<file path="src/verilog/cki_defs.svh">
// constants for the console keyboard input fifo
// Behaviour
// - accepted characters held in a 16-entry first-in first-out buffer
// - character arriving at full buffer is dropped and bell 07 sent out
// - shift-lock character is programmable and resets to 00
// - shift-lock character is not stored; it toggles the shift-lock flag
// - while flag set, letters are stored in the opposite case
// - codes below 40 are stored unchanged regardless of the flag
// - keyboard strobes during disk lockout are lost
// - serial console characters enter the same buffer, same overflow rule
// - serial link is 7 data bits, odd parity, 1 stop bit, both ways
// - serial console: wait for carriage return and measure its bit rate
// - keyboard console: serial port runs 300 baud, polled, no buffering
// - status reads ff when at least one character is waiting
// - read returns oldest character, waiting while buffer is empty
`ifndef CKI_DEFS_SVH
`define CKI_DEFS_SVH
`define CKI_DEPTH 5'h10
`define CKI_BELL_CODE 7'h07
`define CKI_LOCK_RESET 7'h00
`define CKI_CASE_MIN 7'h40
`define CKI_UPPER_LO 7'h41
`define CKI_UPPER_HI 7'h5a
`define CKI_LOWER_LO 7'h61
`define CKI_LOWER_HI 7'h7a
`define CKI_CASE_BIT 5
`define CKI_STATUS_READY 8'hff
`define CKI_STATUS_EMPTY 8'h00
`define CKI_CLK_HZ 125000000
`define CKI_SLOW_BAUD 300
`define CKI_SLOW_BIT_CYCLES (`CKI_CLK_HZ / `CKI_SLOW_BAUD)
`define CKI_DATA_BITS 4'h7
`define CKI_FRAME_BITS 4'ha
`endif

</file>
<file path="src/verilog/cki_pkg.sv">
// types for the console keyboard input fifo
package cki_pkg;
  typedef logic [6:0] cki_char_t;
  typedef logic [19:0] cki_baud_t;
  typedef enum logic [5:0] {
    CKI_RX_IDLE = 6'b00_0001,
    CKI_RX_START = 6'b00_0010,
    CKI_RX_DATA = 6'b00_0100,
    CKI_RX_STOP = 6'b00_1000,
    CKI_RX_MEAS = 6'b01_0000,
    CKI_RX_SKIP = 6'b10_0000
  } cki_rx_state_t;
endpackage : cki_pkg

</file>
<file path="src/verilog/cki_fifo_mem.sv">
// sixteen-word character store with registered read data
`timescale 1ns/1ns
module cki_fifo_mem (
  input wire logic clk,
  input wire logic wr_en,
  input wire logic [3:0] wr_addr,
  input wire cki_pkg::cki_char_t wr_data,
  input wire logic rd_en,
  input wire logic [3:0] rd_addr,
  output cki_pkg::cki_char_t rd_data
);
  cki_pkg::cki_char_t mem [0:15];

  always_ff @(posedge clk) begin
    if (wr_en) begin
      mem[wr_addr] <= wr_data;
    end
  end

  always_ff @(posedge clk) begin
    if (rd_en) begin
      rd_data <= mem[rd_addr];
    end
  end
endmodule : cki_fifo_mem

</file>
<file path="src/verilog/cki_serial_rx.sv">
// serial receiver, 7 data bits odd parity, with start-bit rate measurement
`timescale 1ns/1ns
`include "cki_defs.svh"
module cki_serial_rx (
  input wire logic clk,
  input wire logic nrst,
  input wire logic rxd,
  input wire logic measure,
  input wire cki_pkg::cki_baud_t bit_cycles,
  output logic rx_valid,
  output cki_pkg::cki_char_t rx_data,
  output logic rx_parity_err,
  output logic baud_valid,
  output cki_pkg::cki_baud_t baud_cycles
);
  cki_pkg::cki_rx_state_t state;
  cki_pkg::cki_baud_t cnt;
  logic [3:0] bits;
  logic [7:0] shreg;
  logic rxd_q;
  logic bit_end;

  assign bit_end = (cnt == bit_cycles - 20'h0_0001);

  always_ff @(posedge clk) begin
    if (!nrst) begin
      rxd_q <= 1'b1;
    end else begin
      rxd_q <= rxd;
    end
  end

  // 7 data + odd parity, lsb first; carriage return start bit timed
  always_ff @(posedge clk) begin
    if (!nrst) begin
      state <= cki_pkg::CKI_RX_IDLE;
      cnt <= 20'h0_0000;
      bits <= 4'h0;
      shreg <= 8'h00;
      rx_valid <= 1'b0;
      rx_data <= 7'h00;
      rx_parity_err <= 1'b0;
      baud_valid <= 1'b0;
      baud_cycles <= 20'h0_0000;
    end else begin
      rx_valid <= 1'b0;
      baud_valid <= 1'b0;
      cnt <= cnt + 20'h0_0001;
      unique case (state)
        cki_pkg::CKI_RX_IDLE: begin
          cnt <= 20'h0_0001;
          if (rxd_q && !rxd) begin
            state <= measure ? cki_pkg::CKI_RX_MEAS : cki_pkg::CKI_RX_START;
          end
        end
        cki_pkg::CKI_RX_START: begin
          if (cnt == {1'b0, bit_cycles[19:1]}) begin
            cnt <= 20'h0_0000;
            bits <= 4'h0;
            state <= rxd ? cki_pkg::CKI_RX_IDLE : cki_pkg::CKI_RX_DATA;
          end
        end
        cki_pkg::CKI_RX_DATA: begin
          if (bit_end) begin
            cnt <= 20'h0_0000;
            shreg <= {rxd, shreg[7:1]};
            bits <= bits + 4'h1;
            if (bits == `CKI_DATA_BITS) begin
              state <= cki_pkg::CKI_RX_STOP;
            end
          end
        end
        cki_pkg::CKI_RX_STOP: begin
          if (bit_end) begin
            rx_valid <= rxd;
            rx_data <= shreg[6:0];
            rx_parity_err <= ~(^shreg);
            state <= cki_pkg::CKI_RX_IDLE;
          end
        end
        cki_pkg::CKI_RX_MEAS: begin
          // low time of the carriage return start bit is one bit
          if (rxd) begin
            baud_valid <= 1'b1;
            baud_cycles <= cnt;
            cnt <= 20'h0_0001;
            bits <= 4'h0;
            state <= cki_pkg::CKI_RX_SKIP;
          end
        end
        cki_pkg::CKI_RX_SKIP: begin
          // let the rest of the carriage return go by
          if (cnt == baud_cycles) begin
            cnt <= 20'h0_0001;
            bits <= bits + 4'h1;
            if (bits == `CKI_DATA_BITS) begin
              state <= cki_pkg::CKI_RX_IDLE;
            end
          end
        end
        default: begin
          state <= cki_pkg::CKI_RX_IDLE;
        end
      endcase
    end
  end
endmodule : cki_serial_rx

</file>
<file path="src/verilog/cki_top.sv">
// console input: keyboard and serial capture, shift lock, 16-deep fifo
`timescale 1ns/1ns
`include "cki_defs.svh"
module cki_top #(
  parameter logic [19:0] SLOW_BIT_CYCLES = 20'(`CKI_SLOW_BIT_CYCLES)
) (
  input wire logic clk,
  input wire logic nrst,
  input wire logic serial_select,
  input wire cki_pkg::cki_char_t key_data,
  input wire logic key_strobe,
  input wire logic kbd_lockout,
  input wire logic lock_char_wr,
  input wire cki_pkg::cki_char_t lock_char_in,
  input wire logic console_char_read,
  output logic [7:0] console_status,
  output logic char_valid,
  output cki_pkg::cki_char_t char_data,
  output logic [4:0] input_buffer_count,
  output logic shift_lock,
  output logic console_out_valid,
  output cki_pkg::cki_char_t console_out_data,
  input wire logic serial_port_rxd,
  output logic serial_port_txd,
  output logic serial_mode,
  output logic baud_locked,
  output logic poll_ready,
  output cki_pkg::cki_char_t poll_data,
  input wire logic poll_read
);
  cki_pkg::cki_char_t lock_char;
  cki_pkg::cki_char_t in_char;
  cki_pkg::cki_char_t stored_char;
  cki_pkg::cki_char_t rx_data;
  cki_pkg::cki_baud_t bit_cycles;
  cki_pkg::cki_baud_t baud_cycles;
  cki_pkg::cki_baud_t tx_cnt;
  logic [3:0] wr_ptr;
  logic [3:0] rd_ptr;
  logic [3:0] tx_bits;
  logic [9:0] tx_shift;
  logic strobe_q;
  logic key_event;
  logic in_valid;
  logic is_lock;
  logic full;
  logic push;
  logic pop;
  logic overflow;
  logic rx_valid;
  logic baud_valid;
  logic tx_busy;

  function automatic cki_pkg::cki_char_t flip_case(input cki_pkg::cki_char_t c);
    logic letter;
    letter = (c >= `CKI_UPPER_LO && c <= `CKI_UPPER_HI) ||
             (c >= `CKI_LOWER_LO && c <= `CKI_LOWER_HI);
    flip_case = c;
    if (c >= `CKI_CASE_MIN && letter) begin
      flip_case[`CKI_CASE_BIT] = ~c[`CKI_CASE_BIT];
    end
  endfunction : flip_case

  cki_serial_rx u_rx (
    .clk(clk),
    .nrst(nrst),
    .rxd(serial_port_rxd),
    .measure(serial_mode && !baud_locked),
    .bit_cycles(bit_cycles),
    .rx_valid(rx_valid),
    .rx_data(rx_data),
    .rx_parity_err(),
    .baud_valid(baud_valid),
    .baud_cycles(baud_cycles)
  );

  // console kind is strapped while reset is held
  always_ff @(posedge clk) begin
    if (!nrst) begin
      serial_mode <= serial_select;
    end
  end

  // keyboard console starts at the slow polled rate
  always_ff @(posedge clk) begin
    if (!nrst) begin
      bit_cycles <= SLOW_BIT_CYCLES;
      baud_locked <= 1'b0;
    end else if (baud_valid && serial_mode && !baud_locked) begin
      bit_cycles <= baud_cycles;
      baud_locked <= 1'b1;
    end
  end

  always_ff @(posedge clk) begin
    if (!nrst) begin
      strobe_q <= 1'b0;
    end else begin
      strobe_q <= key_strobe;
    end
  end

  // strobe edge lost while disk lockout is up
  assign key_event = key_strobe && !strobe_q && !kbd_lockout;

  // serial chars buffered only once the console rate is known
  always_comb begin
    if (serial_mode) begin
      in_valid = rx_valid && baud_locked;
      in_char = rx_data;
    end else begin
      in_valid = key_event;
      in_char = key_data;
    end
  end

  // keyboard console: serial data kept for polling only
  always_ff @(posedge clk) begin
    if (!nrst) begin
      poll_ready <= 1'b0;
      poll_data <= 7'h00;
    end else if (rx_valid && !serial_mode) begin
      poll_ready <= 1'b1;
      poll_data <= rx_data;
    end else if (poll_read) begin
      poll_ready <= 1'b0;
    end
  end

  always_ff @(posedge clk) begin
    if (!nrst) begin
      lock_char <= `CKI_LOCK_RESET;
    end else if (lock_char_wr) begin
      lock_char <= lock_char_in;
    end
  end

  assign is_lock = in_valid && in_char == lock_char;

  always_ff @(posedge clk) begin
    if (!nrst) begin
      shift_lock <= 1'b0;
    end else if (is_lock) begin
      shift_lock <= ~shift_lock;
    end
  end

  // below 40 and non-letters pass unchanged
  assign stored_char = shift_lock ? flip_case(in_char) : in_char;

  assign full = input_buffer_count == `CKI_DEPTH;
  assign push = in_valid && !is_lock && !full;
  assign overflow = in_valid && !is_lock && full;
  assign pop = console_char_read && input_buffer_count != 5'h00;

  cki_fifo_mem u_mem (
    .clk(clk),
    .wr_en(push),
    .wr_addr(wr_ptr),
    .wr_data(stored_char),
    .rd_en(pop),
    .rd_addr(rd_ptr),
    .rd_data(char_data)
  );

  always_ff @(posedge clk) begin
    if (!nrst) begin
      wr_ptr <= 4'h0;
      rd_ptr <= 4'h0;
    end else begin
      if (push) begin
        wr_ptr <= wr_ptr + 4'h1;
      end
      if (pop) begin
        rd_ptr <= rd_ptr + 4'h1;
      end
    end
  end

  always_ff @(posedge clk) begin
    if (!nrst) begin
      input_buffer_count <= 5'h00;
    end else if (push && !pop) begin
      input_buffer_count <= input_buffer_count + 5'h01;
    end else if (pop && !push) begin
      input_buffer_count <= input_buffer_count - 5'h01;
    end
  end

  always_ff @(posedge clk) begin
    if (!nrst) begin
      char_valid <= 1'b0;
    end else begin
      char_valid <= pop;
    end
  end

  // status ff while anything waits
  assign console_status = (input_buffer_count != 5'h00) ?
                          `CKI_STATUS_READY : `CKI_STATUS_EMPTY;

  always_ff @(posedge clk) begin
    if (!nrst) begin
      console_out_valid <= 1'b0;
      console_out_data <= 7'h00;
    end else begin
      console_out_valid <= overflow;
      console_out_data <= `CKI_BELL_CODE;
    end
  end

  // bell echoed on the serial line in serial console mode
  assign tx_busy = tx_bits != 4'h0;
  assign serial_port_txd = tx_shift[0];

  always_ff @(posedge clk) begin
    if (!nrst) begin
      tx_shift <= 10'h3ff;
      tx_bits <= 4'h0;
      tx_cnt <= 20'h0_0000;
    end else if (!tx_busy) begin
      if (overflow && serial_mode && baud_locked) begin
        tx_shift <= {1'b1, ~(^`CKI_BELL_CODE), `CKI_BELL_CODE, 1'b0};
        tx_bits <= `CKI_FRAME_BITS;
        tx_cnt <= 20'h0_0000;
      end
    end else if (tx_cnt == bit_cycles - 20'h0_0001) begin
      tx_cnt <= 20'h0_0000;
      tx_shift <= {1'b1, tx_shift[9:1]};
      tx_bits <= tx_bits - 4'h1;
    end else begin
      tx_cnt <= tx_cnt + 20'h0_0001;
    end
  end
endmodule : cki_top
</file>
<file path="config.mk">
export PLATFORM = sky130hd
export DESIGN_NAME = cki_top
export DESIGN_NICKNAME = d
export VERILOG_FILES = /design/src/verilog/cki_pkg.sv /design/src/verilog/cki_fifo_mem.sv /design/src/verilog/cki_serial_rx.sv /design/src/verilog/cki_top.sv
export VERILOG_INCLUDE_DIRS = /design/src /design/src/verilog
export SDC_FILE = /design/constraint.sdc
export NUM_CORES = 1
export LEC_CHECK = 0
export CAP_MARGIN = 20
export CORE_MARGIN = 10
export CORE_UTILIZATION = 35
export DETAILED_ROUTE_END_ITERATION = 6
export DONT_BUFFER_PORTS = 1
export SLEW_MARGIN = 40
export SYNTH_ARGS = -nofsm -noshare
export SYNTH_HDL_FRONTEND = slang
export SYNTH_SLANG_ARGS = --single-unit
</file>
<file path="constraint.sdc">
create_clock -name clk -period 5.9 [get_ports clk]
set_clock_uncertainty 0.15 [all_clocks]
set_input_delay 0.59 -clock clk [delete_from_list [all_inputs] [get_ports clk]]
set_output_delay 0.59 -clock clk [all_outputs]
set_load 0.05 [all_outputs]
</file>
==> results of run 1 <==
[cell type report]
class                   instances  area, um^2  area share (%)
inverters                      29       110.1          0.7539
repair buffers                 19       162.7           1.114
clock inverters                20       171.4           1.174
clock buffers                  35       779.5           5.337
multi-input cells             845        6028           41.27
diodes                          1       2.502         0.01713
flip-flops and latches        275        6711           45.95
well taps                     511       639.4           4.378
[cell families (layout without fill, tap and decap cells)]
family,count (synthesis),in the layout
AO/OA/AOI/OAI,159,159
adder cells (fa/ha/maj),15,15
flip-flops,275,275
XOR/XNOR,130,130
other,1,5
AND/OR/NAND/NOR,460,460
buffers and inverters,134,103
multiplexers,77,77
[flip-flops by register name, summed over array words and instances, names as in the netlist, 4 cells and up]
signal              count
u_rx.rx_data            7
u_mem.rd_data           7
lock_char               7
u_rx.state              6
poll_data               7
input_buffer_count      5
u_rx.baud_cycles       20
tx_bits                 4
u_rx.cnt               20
u_mem.mem             112
tx_shift                9
wr_ptr                  4
u_rx.bits               4
u_rx.shreg              8
rd_ptr                  4
bit_cycles             20
tx_cnt                 20
[how the worst max path moves through the flow]
stage | startpoint | end | slack, ns | depth (start not counted)
final | serial_mode$_DFFE_PN_ | input_buffer_count[4]$_SDFFE_PN0P_ | 1.84 | 15
after global routing | bit_cycles[4]$_SDFFE_PN1P_ | u_rx.cnt[9]$_SDFF_PN0_ | 1.54 | 8
after CTS | serial_mode$_DFFE_PN_ | input_buffer_count[4]$_SDFFE_PN0P_ | 1.91 | 15
after detailed placement | serial_mode$_DFFE_PN_ | input_buffer_count[4]$_SDFFE_PN0P_ | 1.94 | 15
after global placement | serial_mode$_DFFE_PN_ | input_buffer_count[4]$_SDFFE_PN0P_ | 1.51 | 13
after floorplan | serial_mode$_DFFE_PN_ | input_buffer_count[4]$_SDFFE_PN0P_ | 2.00 | 15
[per-stage QoR]
| step | hold slack [ns] | setup slack [ns] |
|---|---|---|
| global route | 0.007992 | 1.538 |
| global placement | 0.3190 | 1.513 |
| finish | 0.01955 | 1.840 |
| CTS | 0.0002702 | 1.907 |
| floorplan | 0.2908 | 1.997 |
| detailed placement | 0.3201 | 1.945 |
[power by group]
group	switching (W)	total, W	internal, W
registers	0.000219	0.00228	0.00206
clock network	0.000769	0.00181	0.00104
logic	0.000434	0.000688	0.000254
[per-layer routing]
layer  GRT usage (%)  wire length (um)  up-vias
met5               0                 0        -
met2           21.23             14810      217
met1           17.20             13660     4355
li1                -                 -     4339
met4           4.680               852        0
met3           2.093              1415       54
[cell usage in the layout, fill, tap and decap left out, drive strengths merged, types with 5 or more instances in the layout]
cell / instances
dfxtp: 155
nand2: 144
edfxtp: 120
nor2: 103
xnor2: 75
a21oi: 61
nand3: 48
xor2: 47
mux2i: 37
mux4: 35
clkbuf: 35
o21ai: 34
inv: 30
nor4: 25
nor3: 23
nand4: 19
nor2b: 19
clkinv: 17
buf: 16
ha: 14
nand2b: 13
and3: 11
a31oi: 9
or4: 9
xnor3: 8
and2: 8
or3: 8
or2: 7
a221o: 6
a21o: 6
o211ai: 6
nor3b: 6
mux2: 5
o31a: 5
or3b: 5
[cell usage after synthesis (4+ instances only)]
cell	instances	area, um^2
mux2i_1	37	370.4
nor3_1	20	100.1
mux2_2	5	56.30
buf_2	11	55.05
clkbuf_1	62	232.7
nor4_2	4	50.05
buf_4	14	105.1
nor3b_1	5	37.54
a31oi_1	9	56.30
a21oi_1	61	305.3
or3_1	7	43.79
and3_1	11	68.82
nand4_1	19	118.9
nor2_1	103	386.6
xnor3_1	8	180.2
nand3_1	48	240.2
o211ai_1	6	45.04
o21ai_0	30	150.1
mux4_2	35	788.3
nand2_1	144	540.5
or4_1	6	45.04
and2_1	8	50.05
nor4_1	20	125.1
or2_2	7	43.79
a21o_1	6	45.04
buf_6	4	45.04
o31a_1	5	43.79
nand2b_1	13	81.33
buf_1	14	52.55
dfxtp_1	155	3103
xnor2_1	75	656.9
inv_1	29	108.9
nor2b_1	19	118.9
o21ai_1	4	20.02
ha_1	14	175.2
xor2_1	47	411.6
a221o_1	6	60.06
edfxtp_1	120	3603
[critical path, cell delays in order, from the launching register on]
cell,delay [ns]
edfxtp_1,0.54
buf_8,0.20
buf_6,0.14
mux2i_1,0.42
xnor2_1,0.11
nor3_1,0.34
a21oi_1,0.12
and2_1,0.28
ha_1,0.27
inv_1,0.14
ha_1,0.29
a21o_1,0.20
a21oi_1,0.18
xnor2_1,0.09
or3_1,0.30
a21oi_1,0.15
==> metrics.md, run 1 <==
| Metric | Value |
|---|---|
| Area growth syn-to-layout | `9.833%` |
| Post-synthesis sequential area ratio | `50.43%` |
| Syn Inst Count | `1251` |
| Post-CTS setup buffers | `0` |
| Setup crit end kind | `flop` |
| Vias per cell | `5.167` |
| Status | `finished, final reports clean` |
| Main combinational cell family by area after synthesis | `simple AND/OR/NAND/NOR gates` |
| H-tree lvl count | `1` |
| Max frequency | `0.2463 GHz` |
| DR vias | `8965` |
| CTS Buffer Depth | `3` |
| Sum of negative setup slack | `0 ns` |
| Fill cells | `3624` |
| Worst reg2reg path endpoint | `input_buffer_count[4]$_SDFFE_PN0P_` |
| GPL Wtd Cong | `0.8491` |
| Worst Max-Slew Pin Slew | `0.8441 ns` |
| DRC Markers | `0` |
| Critical path class | `flop to flop` |
| Post-synth EDFFs | `120` |
| Post-CTS Hold Buffers | `4` |
| Worst-path fanout max | `9` |
| Final antenna-violating net count | `0` |
| Port bufs | `0` |
| Drt first pass iters | `6` |
| Max cap viols | `0` |
| Initial DRC count | `685` |
| Largest net degree at the start of global routing | `53` |
| Reg2Reg Depth | `15` |
| P per Cell Area | `326.8 mW/mm^2` |
| GR Overflow Total | `0` |
| Chip Height | `214.9 um` |
| Peak VDD IR | `0.0002926 V` |
| Site Rows | `71` |
| CTS buffer count | `30` |
| Final Cell Area | `0.01461 mm^2` |
| Slew headroom | `43.21%` |
| Proportion of layout cells with a drive suffix above 1 | `11.37%` |
| Crit path arrival time | `4.38 ns` |
| Finished Layout Cells | `1735` |
| Synthesized area | `0.01330 mm^2` |
| Die footprint | `0.04619 mm^2` |
| Post_cts resized | `0` |
| Fin crit share | `68.81%` |
| DR WL/cell | `17.72 um` |
| Synthesized flop and latch total | `275` |
| Min cycle time layout | `4.060 ns` |
| Worst-skew pair later-pin latency | `0.57 ns` |
| Synthesized-area fraction occupied by ao, oa, aoi and oai cells | `7.584%` |
| Yosys cell types | `73` |
| Unrepaired setup endpoints after global routing | `no` |
| Finish-stage setup viols | `0` |
| Floorplan die width | `214.9 um` |
| Leak pwr | `4.802 nW` |
| Tot Pwr | `0.004772 W` |
| FF-to-FF setup slack | `1.84 ns` |
| Hold/Removal Path Class | `input pin to flop` |
| Worst reg2reg startpoint | `serial_mode$_DFFE_PN_` |
| Post-synth ARST share | `0%` |
| Final net count | `1238` |
| Simple-gate share of the synthesized area | `17.45%` |
| Util after Layout | `38.87%` |
| Worst EP required | `6.22 ns` |
| Syn_area_per_cell | `10.63 um^2` |
| Final Hold Vio Count | `0` |
| CTS clk-pin slew, worst paths | `0.06 ns` |
| Hold-critical path depth | `2` |
| Clock root cell | `clkbuf_16` |
| Synth Area in XOR/XNOR | `9.390%` |
| Placed inst area | `0.01360 mm^2` |
| Post-Synth Adder-Cell Area | `1.468%` |
| CTS tree | `built` |
| Vias in the first global route | `8830` |
| Initial antenna violation count | `1` |
| Multiplexer share of the synthesized area | `9.136%` |
| Max-slew violations | `0` |
| Hold Crit Start | `nrst` |
| Total track usage | `13.04%` |
| Starting density of the core | `35.39%` |
| Clock sinks | `275` |
| Ys flop type | `dfxtp_1` |
| Yosys warning count | `0` |
| Cell Count Post-Placement | `1675` |
| First-pass GRT wire length | `49310 um` |
| DRT Wirelength | `30740 um` |
| Startpoint types | `flop` |
| # IOs | `64` |
| Core ar. | `0.03758 mm^2` |
| Hold endpoint | `u_rx.state[3]$_SDFFE_PN0P_` |
| Post-DP HPWL | `21190 um` |
(Power assumes the default switching activity.)
==> run 2: changes to the inputs <==
==> constraint.sdc (replaced) <==
create_clock -name clk -period 4.26 [get_ports clk]
set_clock_uncertainty 0.15 [all_clocks]
set_input_delay 0.426 -clock clk [delete_from_list [all_inputs] [get_ports clk]]
set_output_delay 0.426 -clock clk [all_outputs]
set_load 0.05 [all_outputs]
==> run 2 against run 1 <==
Compared with the run above:
- clock power is 34% higher
- fmax increased by 4.4%
- die area did not move
- non-clock buffer count increased by 29
- worst setup slack got worse by 1.5 ns
- largest power group unchanged
==> metrics.md, run 2 (same netlist as run 1, synthesis figures left out) <==
| Metric | Value |
|---|---|
| Unrepaired setup endpoints after global routing | `no` |
| Worst path slowest cell | `mux2_2` |
| Routed met2 length | `15050 um` |
| Top reg by flops | `u_mem.mem` |
| DRC Markers | `0` |
| Worst Max-Slew Pin Slew | `0.8377 ns` |
| Sum of negative setup slack | `0 ns` |
| DRT Wirelength | `31040 um` |
| CTS tree | `built` |
| Worst-skew pair later-pin latency | `0.54 ns` |
| Register area | `0.006711 mm^2` |
| Commonest non-fill, non-tap cell in the layout | `dfxtp_1` |
| Post-DP HPWL | `21340 um` |
| Max cap viols | `0` |
| Finish-stage setup viols | `0` |
| Floorplan die width | `214.9 um` |
| Status | `finished, final reports clean` |
| Cell mode on critical path | `a21oi_1` |
| Placed inst area | `0.01369 mm^2` |
| GR Overflow Total | `0` |
| Sequential Power Share | `47.8%` |
| Min cycle time layout | `3.889 ns` |
| Worst EP required | `4.57 ns` |
| Drt first pass iters | `5` |
| Clock root cell | `clkbuf_16` |
| Final antenna-violating net count | `0` |
| DP Worst Slack | `0.2960 ns` |
| Post_cts resized | `0` |
| Final Hold Vio Count | `0` |
| Area growth syn-to-layout | `11.68%` |
| Slew headroom | `44.15%` |
| CTS Buffer Depth | `3` |
| # IOs | `64` |
| First-pass GRT wire length | `49200 um` |
| Initial antenna violation count | `1` |
| Peak VDD IR | `0.0003626 V` |
| Clock power frac | `36.8%` |
| H-tree lvl count | `1` |
| Fin crit share | `91.28%` |
| Top Layer Used | `met4` |
| Port bufs | `0` |
| Highest-count cells in the layout ignoring fill and taps | `153 x dfxtp_1, 144 x nand2_1, 120 x edfxtp_1, 103 x nor2_1, 75 x xnor2_1` |
| Startpoint types | `flop` |
| WL met3 | `1151 um` |
| Clock sinks | `275` |
| Area of the multi-input gates | `0.006040 mm^2` |
| DR WL/cell | `17.63 um` |
| Leak pwr | `4.930 nW` |
| CTS clk-pin slew, worst paths | `0.06 ns` |
| Proportion of layout cells with a drive suffix above 1 | `12.17%` |
| CTS buffer count | `28` |
| Final net count | `1265` |
| Setup crit end kind | `flop` |
| P per Cell Area | `443.0 mW/mm^2` |
| Cell Chain, Critical Path | `mux2_2 > xor2_1 > nor4_1 > a21oi_1 > and2_1 > ha_1 > inv_1 > ha_1 > a21o_1 > a21oi_1 > xnor2_1 > or3_1 > a21oi_1` |
| Max incr delay on CP | `0.54 ns` |
| Vias per cell | `5.133` |
| Hold/Removal Path Class | `input pin to flop` |
| GPL Wtd Cong | `0.8454` |
| Initial DRC count | `574` |
| Largest net degree at the start of global routing | `60` |
| DR vias | `9039` |
| Total track usage | `12.97%` |
| Max-slew violations | `0` |
| Sw frac | `29.35%` |
| Core ar. | `0.03758 mm^2` |
| Critical path class | `flop to flop` |
| Worst-path fanout max | `18` |
| Final Cell Area | `0.01485 mm^2` |
| Util after Layout | `39.52%` |
| Crit path arrival time | `4.20 ns` |
| Site Rows | `71` |
| Die footprint | `0.04619 mm^2` |
| Setup ws final | `0.3713 ns` |
| Comb pwr share | `15.4%` |
| Chip Height | `214.9 um` |
| Fill cells | `3636` |
| M1 WL | `14130 um` |
| WHS | `0.03087 ns` |
| Pint | `0.004647 W` |
| Starting density of the core | `35.39%` |
| NetSw | `0.001931 W` |
| Vias in the first global route | `8898` |
| Max reg flops | `112` |
| Max frequency | `0.2572 GHz` |
==> run 2: cell count changes in the layout (fill, tap and decap cells not counted), sizes merged <==
cell,delta
buf,+13
bufinv,-1
clkbuf,+6
clkinv,-9
clkinvlp,+2
dlygate4sd3,+16
inv,-1
==> run 2: routing by layer <==
layer,global-route usage [%],vias up
met3,1.798,50
met2,21.80,190
li1,-,4387
met1,17.09,4412
met5,0,-
met4,3.640,0
==> run 2: cell type report <==
type | instances | area share [%]
sequential | 275 | 45.19
timing repair buffer | 48 | 2.856
tap | 511 | 4.305
clock buffer | 41 | 5.594
clock inverter | 11 | 0.6235
multi-input combinational | 845 | 40.67
inverter | 29 | 0.7414
antenna | 1 | 0.01685
==> run 2: worst max-delay path, delay by kind of cell, from the launching register on <==
kind	cells	cell delay [ns]
flip-flops	1	0.53
adder cells (fa/ha/maj)	2	0.51
buffers and inverters	1	0.14
AND/OR/NAND/NOR	3	1.00
XOR/XNOR	2	0.28
AO/OA/AOI/OAI	4	0.66
multiplexers	1	0.54
==> run 2: stage by stage <==
step,std cells,power (W)
3_5_place_dp,1685,0.004192
6_report,1761,0.006578
4_1_cts,1757,0.006640
5_1_grt,1761,0.006842
3_3_place_gp,1685,0.004180
2_1_floorplan,1254,0.004005
==> run 2: what timing repair did <==
item	CTS	global route
buffers inserted	0	3
hold buffers	20	0
hold endpoints to repair	37	0
setup endpoints to repair	0	1
==> run 2: power groups by stage <==
stage                     logic (W)  clock network (W)  registers [W]
after detailed placement   0.000986                  0        0.00321
final                       0.00101            0.00242        0.00315
after floorplan            0.000890                  0        0.00312
after global routing        0.00110            0.00258        0.00316
after global placement     0.000976                  0        0.00320
after CTS                   0.00102            0.00248        0.00315
==> run 2: worst paths after layout <==
| check | from | endpoint | slack, ns | cells past startpoint |
|---|---|---|---|---|
| max | serial_mode$_DFFE_PN_ | input_buffer_count[4]$_SDFFE_PN0P_ | 0.37 | 13 |
| min reg2reg | u_rx.rx_data[0]$_SDFFE_PN0P_ | poll_data[0]$_SDFFE_PN0P_ | 0.33 | 2 |
| max reg2reg | serial_mode$_DFFE_PN_ | input_buffer_count[4]$_SDFFE_PN0P_ | 0.37 | 13 |
| min | console_char_read | char_valid$_SDFF_PN0_ | 0.03 | 2 |
==> run 3: changes to the inputs <==
--- a/config.mk
+++ b/config.mk
@@ -7,6 +7,7 @@
 export NUM_CORES = 1
 export LEC_CHECK = 0
 export CAP_MARGIN = 20
+export CORE_ASPECT_RATIO = 0.8
 export CORE_MARGIN = 10
 export CORE_UTILIZATION = 35
 export DETAILED_ROUTE_END_ITERATION = 6
==> run 3 against run 2 <==
Compared with the run above:
- final area down 0.25%
- cell count is 1.8% lower
- core utilization is 0.21 points higher
- sequential share of layout area up 0.097 points
- wire length rose by 3.0%
- clock-buffer cell count shrank 4
==> metrics.md, run 3 (same netlist as run 1, synthesis figures left out) <==
| Metric | Value |
|---|---|
| Highest-count cells in the layout ignoring fill and taps | `153 x dfxtp_1, 144 x nand2_1, 120 x edfxtp_1, 103 x nor2_1, 75 x xnor2_1` |
| Min cycle time layout | `4.103 ns` |
| FF-to-FF setup slack | `0.16 ns` |
| Met1 Use GR | `19.89%` |
| Setup crit end kind | `flop` |
| Worst EP required | `4.59 ns` |
| Slew headroom | `44.00%` |
| Sum of negative setup slack | `0 ns` |
| Peak VDD IR | `0.0003937 V` |
| Post-CTS setup buffers | `0` |
| Fin crit share | `96.31%` |
| Leak pwr | `4.921 nW` |
| DR vias | `9062` |
| Cell Count Post-Placement | `1661` |
| CTS buffer count | `27` |
| GR Overflow Total | `0` |
| Initial DRC count | `903` |
| Cell mode on critical path | `a21oi_1` |
| GPL Wtd Cong | `0.8536` |
| Reg2Reg Depth | `13` |
| Clock root cell | `clkbuf_16` |
| DR WL/cell | `18.47 um` |
| First-pass GRT wire length | `51120 um` |
| P per Cell Area | `450.2 mW/mm^2` |
| Vias in the first global route | `8813` |
| CP Buf/Inv Count | `1` |
| DRC Markers | `0` |
| DRT Wirelength | `31960 um` |
| CTS tree | `built` |
| Chip Height | `194.3 um` |
| Tot Pwr | `0.006669 W` |
| Max cap viols | `0` |
| CTS clk-pin slew, worst paths | `0.06 ns` |
| Worst-skew pair later-pin latency | `0.55 ns` |
| # IOs | `64` |
| Clock sinks | `275` |
| CP top delay family | `simple AND/OR/NAND/NOR gates` |
| Port bufs | `0` |
| Drt first pass iters | `6` |
| CP Capture Point | `input_buffer_count[4]$_SDFFE_PN0P_` |
| Initial antenna violation count | `0` |
| Area of the multi-input gates | `0.006053 mm^2` |
| Cell Chain, Critical Path | `mux2_2 > xor2_1 > nor4_1 > a21oi_1 > and2_1 > ha_1 > inv_1 > ha_1 > a21o_1 > a21oi_1 > xnor2_1 > or3_1 > a21oi_1` |
| Worst path slowest cell | `nor4_1` |
| Max reg flops | `112` |
| Final antenna-violating net count | `0` |
| Die footprint | `0.04624 mm^2` |
| Final net count | `1261` |
| Worst reg2reg path endpoint | `input_buffer_count[4]$_SDFFE_PN0P_` |
| Met3 usage | `2.008%` |
| Unrepaired setup endpoints after global routing | `no` |
| Crit path launch | `serial_mode$_DFFE_PN_` |
| H-tree lvl count | `1` |
| Crit path arrival time | `4.43 ns` |
| Worst reg2reg startpoint | `serial_mode$_DFFE_PN_` |
| Max-slew violations | `0` |
| ANT cells | `0` |
| Core ar. | `0.03728 mm^2` |
| GR peak layer | `met2` |
| Max frequency | `0.2437 GHz` |
| Finished Layout Cells | `1730` |
| Max incr delay on CP | `0.63 ns` |
| Site Rows | `63` |
| Met2 Use GR | `20.73%` |
| Post-DP HPWL | `22100 um` |
| CTS Buffer Depth | `3` |
| Vias per cell | `5.238` |
| Hold/Removal Path Class | `input pin to flop` |
| Starting density of the core | `35.67%` |
| Finish-stage setup viols | `0` |
| Floorplan die width | `237.9 um` |
| Fill cells | `3578` |
| Worst Max-Slew Pin Slew | `0.8379 ns` |
| Area growth syn-to-layout | `11.39%` |
| Top reg by flops | `u_mem.mem` |
| Largest net degree at the start of global routing | `71` |
| Register area | `0.006709 mm^2` |
| CP Depth | `13` |
| Status | `finished, final reports clean` |
| Total track usage | `13.57%` |
| Worst-path fanout max | `19` |
| Critical path class | `flop to flop` |
| Proportion of layout cells with a drive suffix above 1 | `11.99%` |
| Startpoint types | `flop` |
| Final Hold Vio Count | `0` |
| Commonest non-fill, non-tap cell in the layout | `dfxtp_1` |
[run 3: report_power, final]
part,internal [W],switching (W)
clock network,0.00149,0.00102
logic,0.000380,0.000660
registers,0.00285,0.000268
total,0.00473,0.00194
[run 3: per-layer routing]
metal / routed length (um) / share of wire [%]
met5: 0 / 0
met4: 512 / 1.6
met3: 1847 / 5.8
met2: 14330 / 45
met1: 15270 / 48
[run 3: worst min-delay path by stage]
stage / cells past startpoint / from / endpoint
floorplan: 2 / u_rx.rx_data[3]$_SDFFE_PN0P_ / poll_data[3]$_SDFFE_PN0P_
global placement: 0 / nrst / console_out_data[1]$_DFF_P_
detailed placement: 0 / nrst / console_out_data[1]$_DFF_P_
CTS: 2 / console_char_read / char_valid$_SDFF_PN0_
global route: 3 / nrst / u_rx.bits[3]$_SDFFE_PN0P_
finish: 2 / console_char_read / char_valid$_SDFF_PN0_
[run 3: layout make-up]
class / instances / share of cell area (%)
clock buffers: 37 / 5.152
flip-flops and latches: 275 / 45.29
inverters: 29 / 0.7433
well taps: 487 / 4.114
repair buffers: 45 / 2.711
multi-input cells: 845 / 40.86
clock inverters: 12 / 1.123
[run 3: what timing repair did]
| item | in CTS | in global routing |
|---|---|---|
| hold buffers | 20 | 0 |
| resized for setup | 0 | 1 |
| endpoints found under the setup margin | 0 | 4 |
| hold endpoints to repair | 37 | 0 |
[run 3: through the flow]
stage                     hold slack [ns]  utilization, %  area (um^2)  worst slack [ns]
after floorplan                    0.2908               -        13310            0.3574
after global placement             0.3069           36.55        13630            0.2862
after detailed placement           0.3082           36.65        13670            0.2826
after CTS                        0.004408           39.71        14810            0.2646
after global routing              0.03643           39.73        14810           0.01121
final                             0.01912           39.73        14810            0.1574
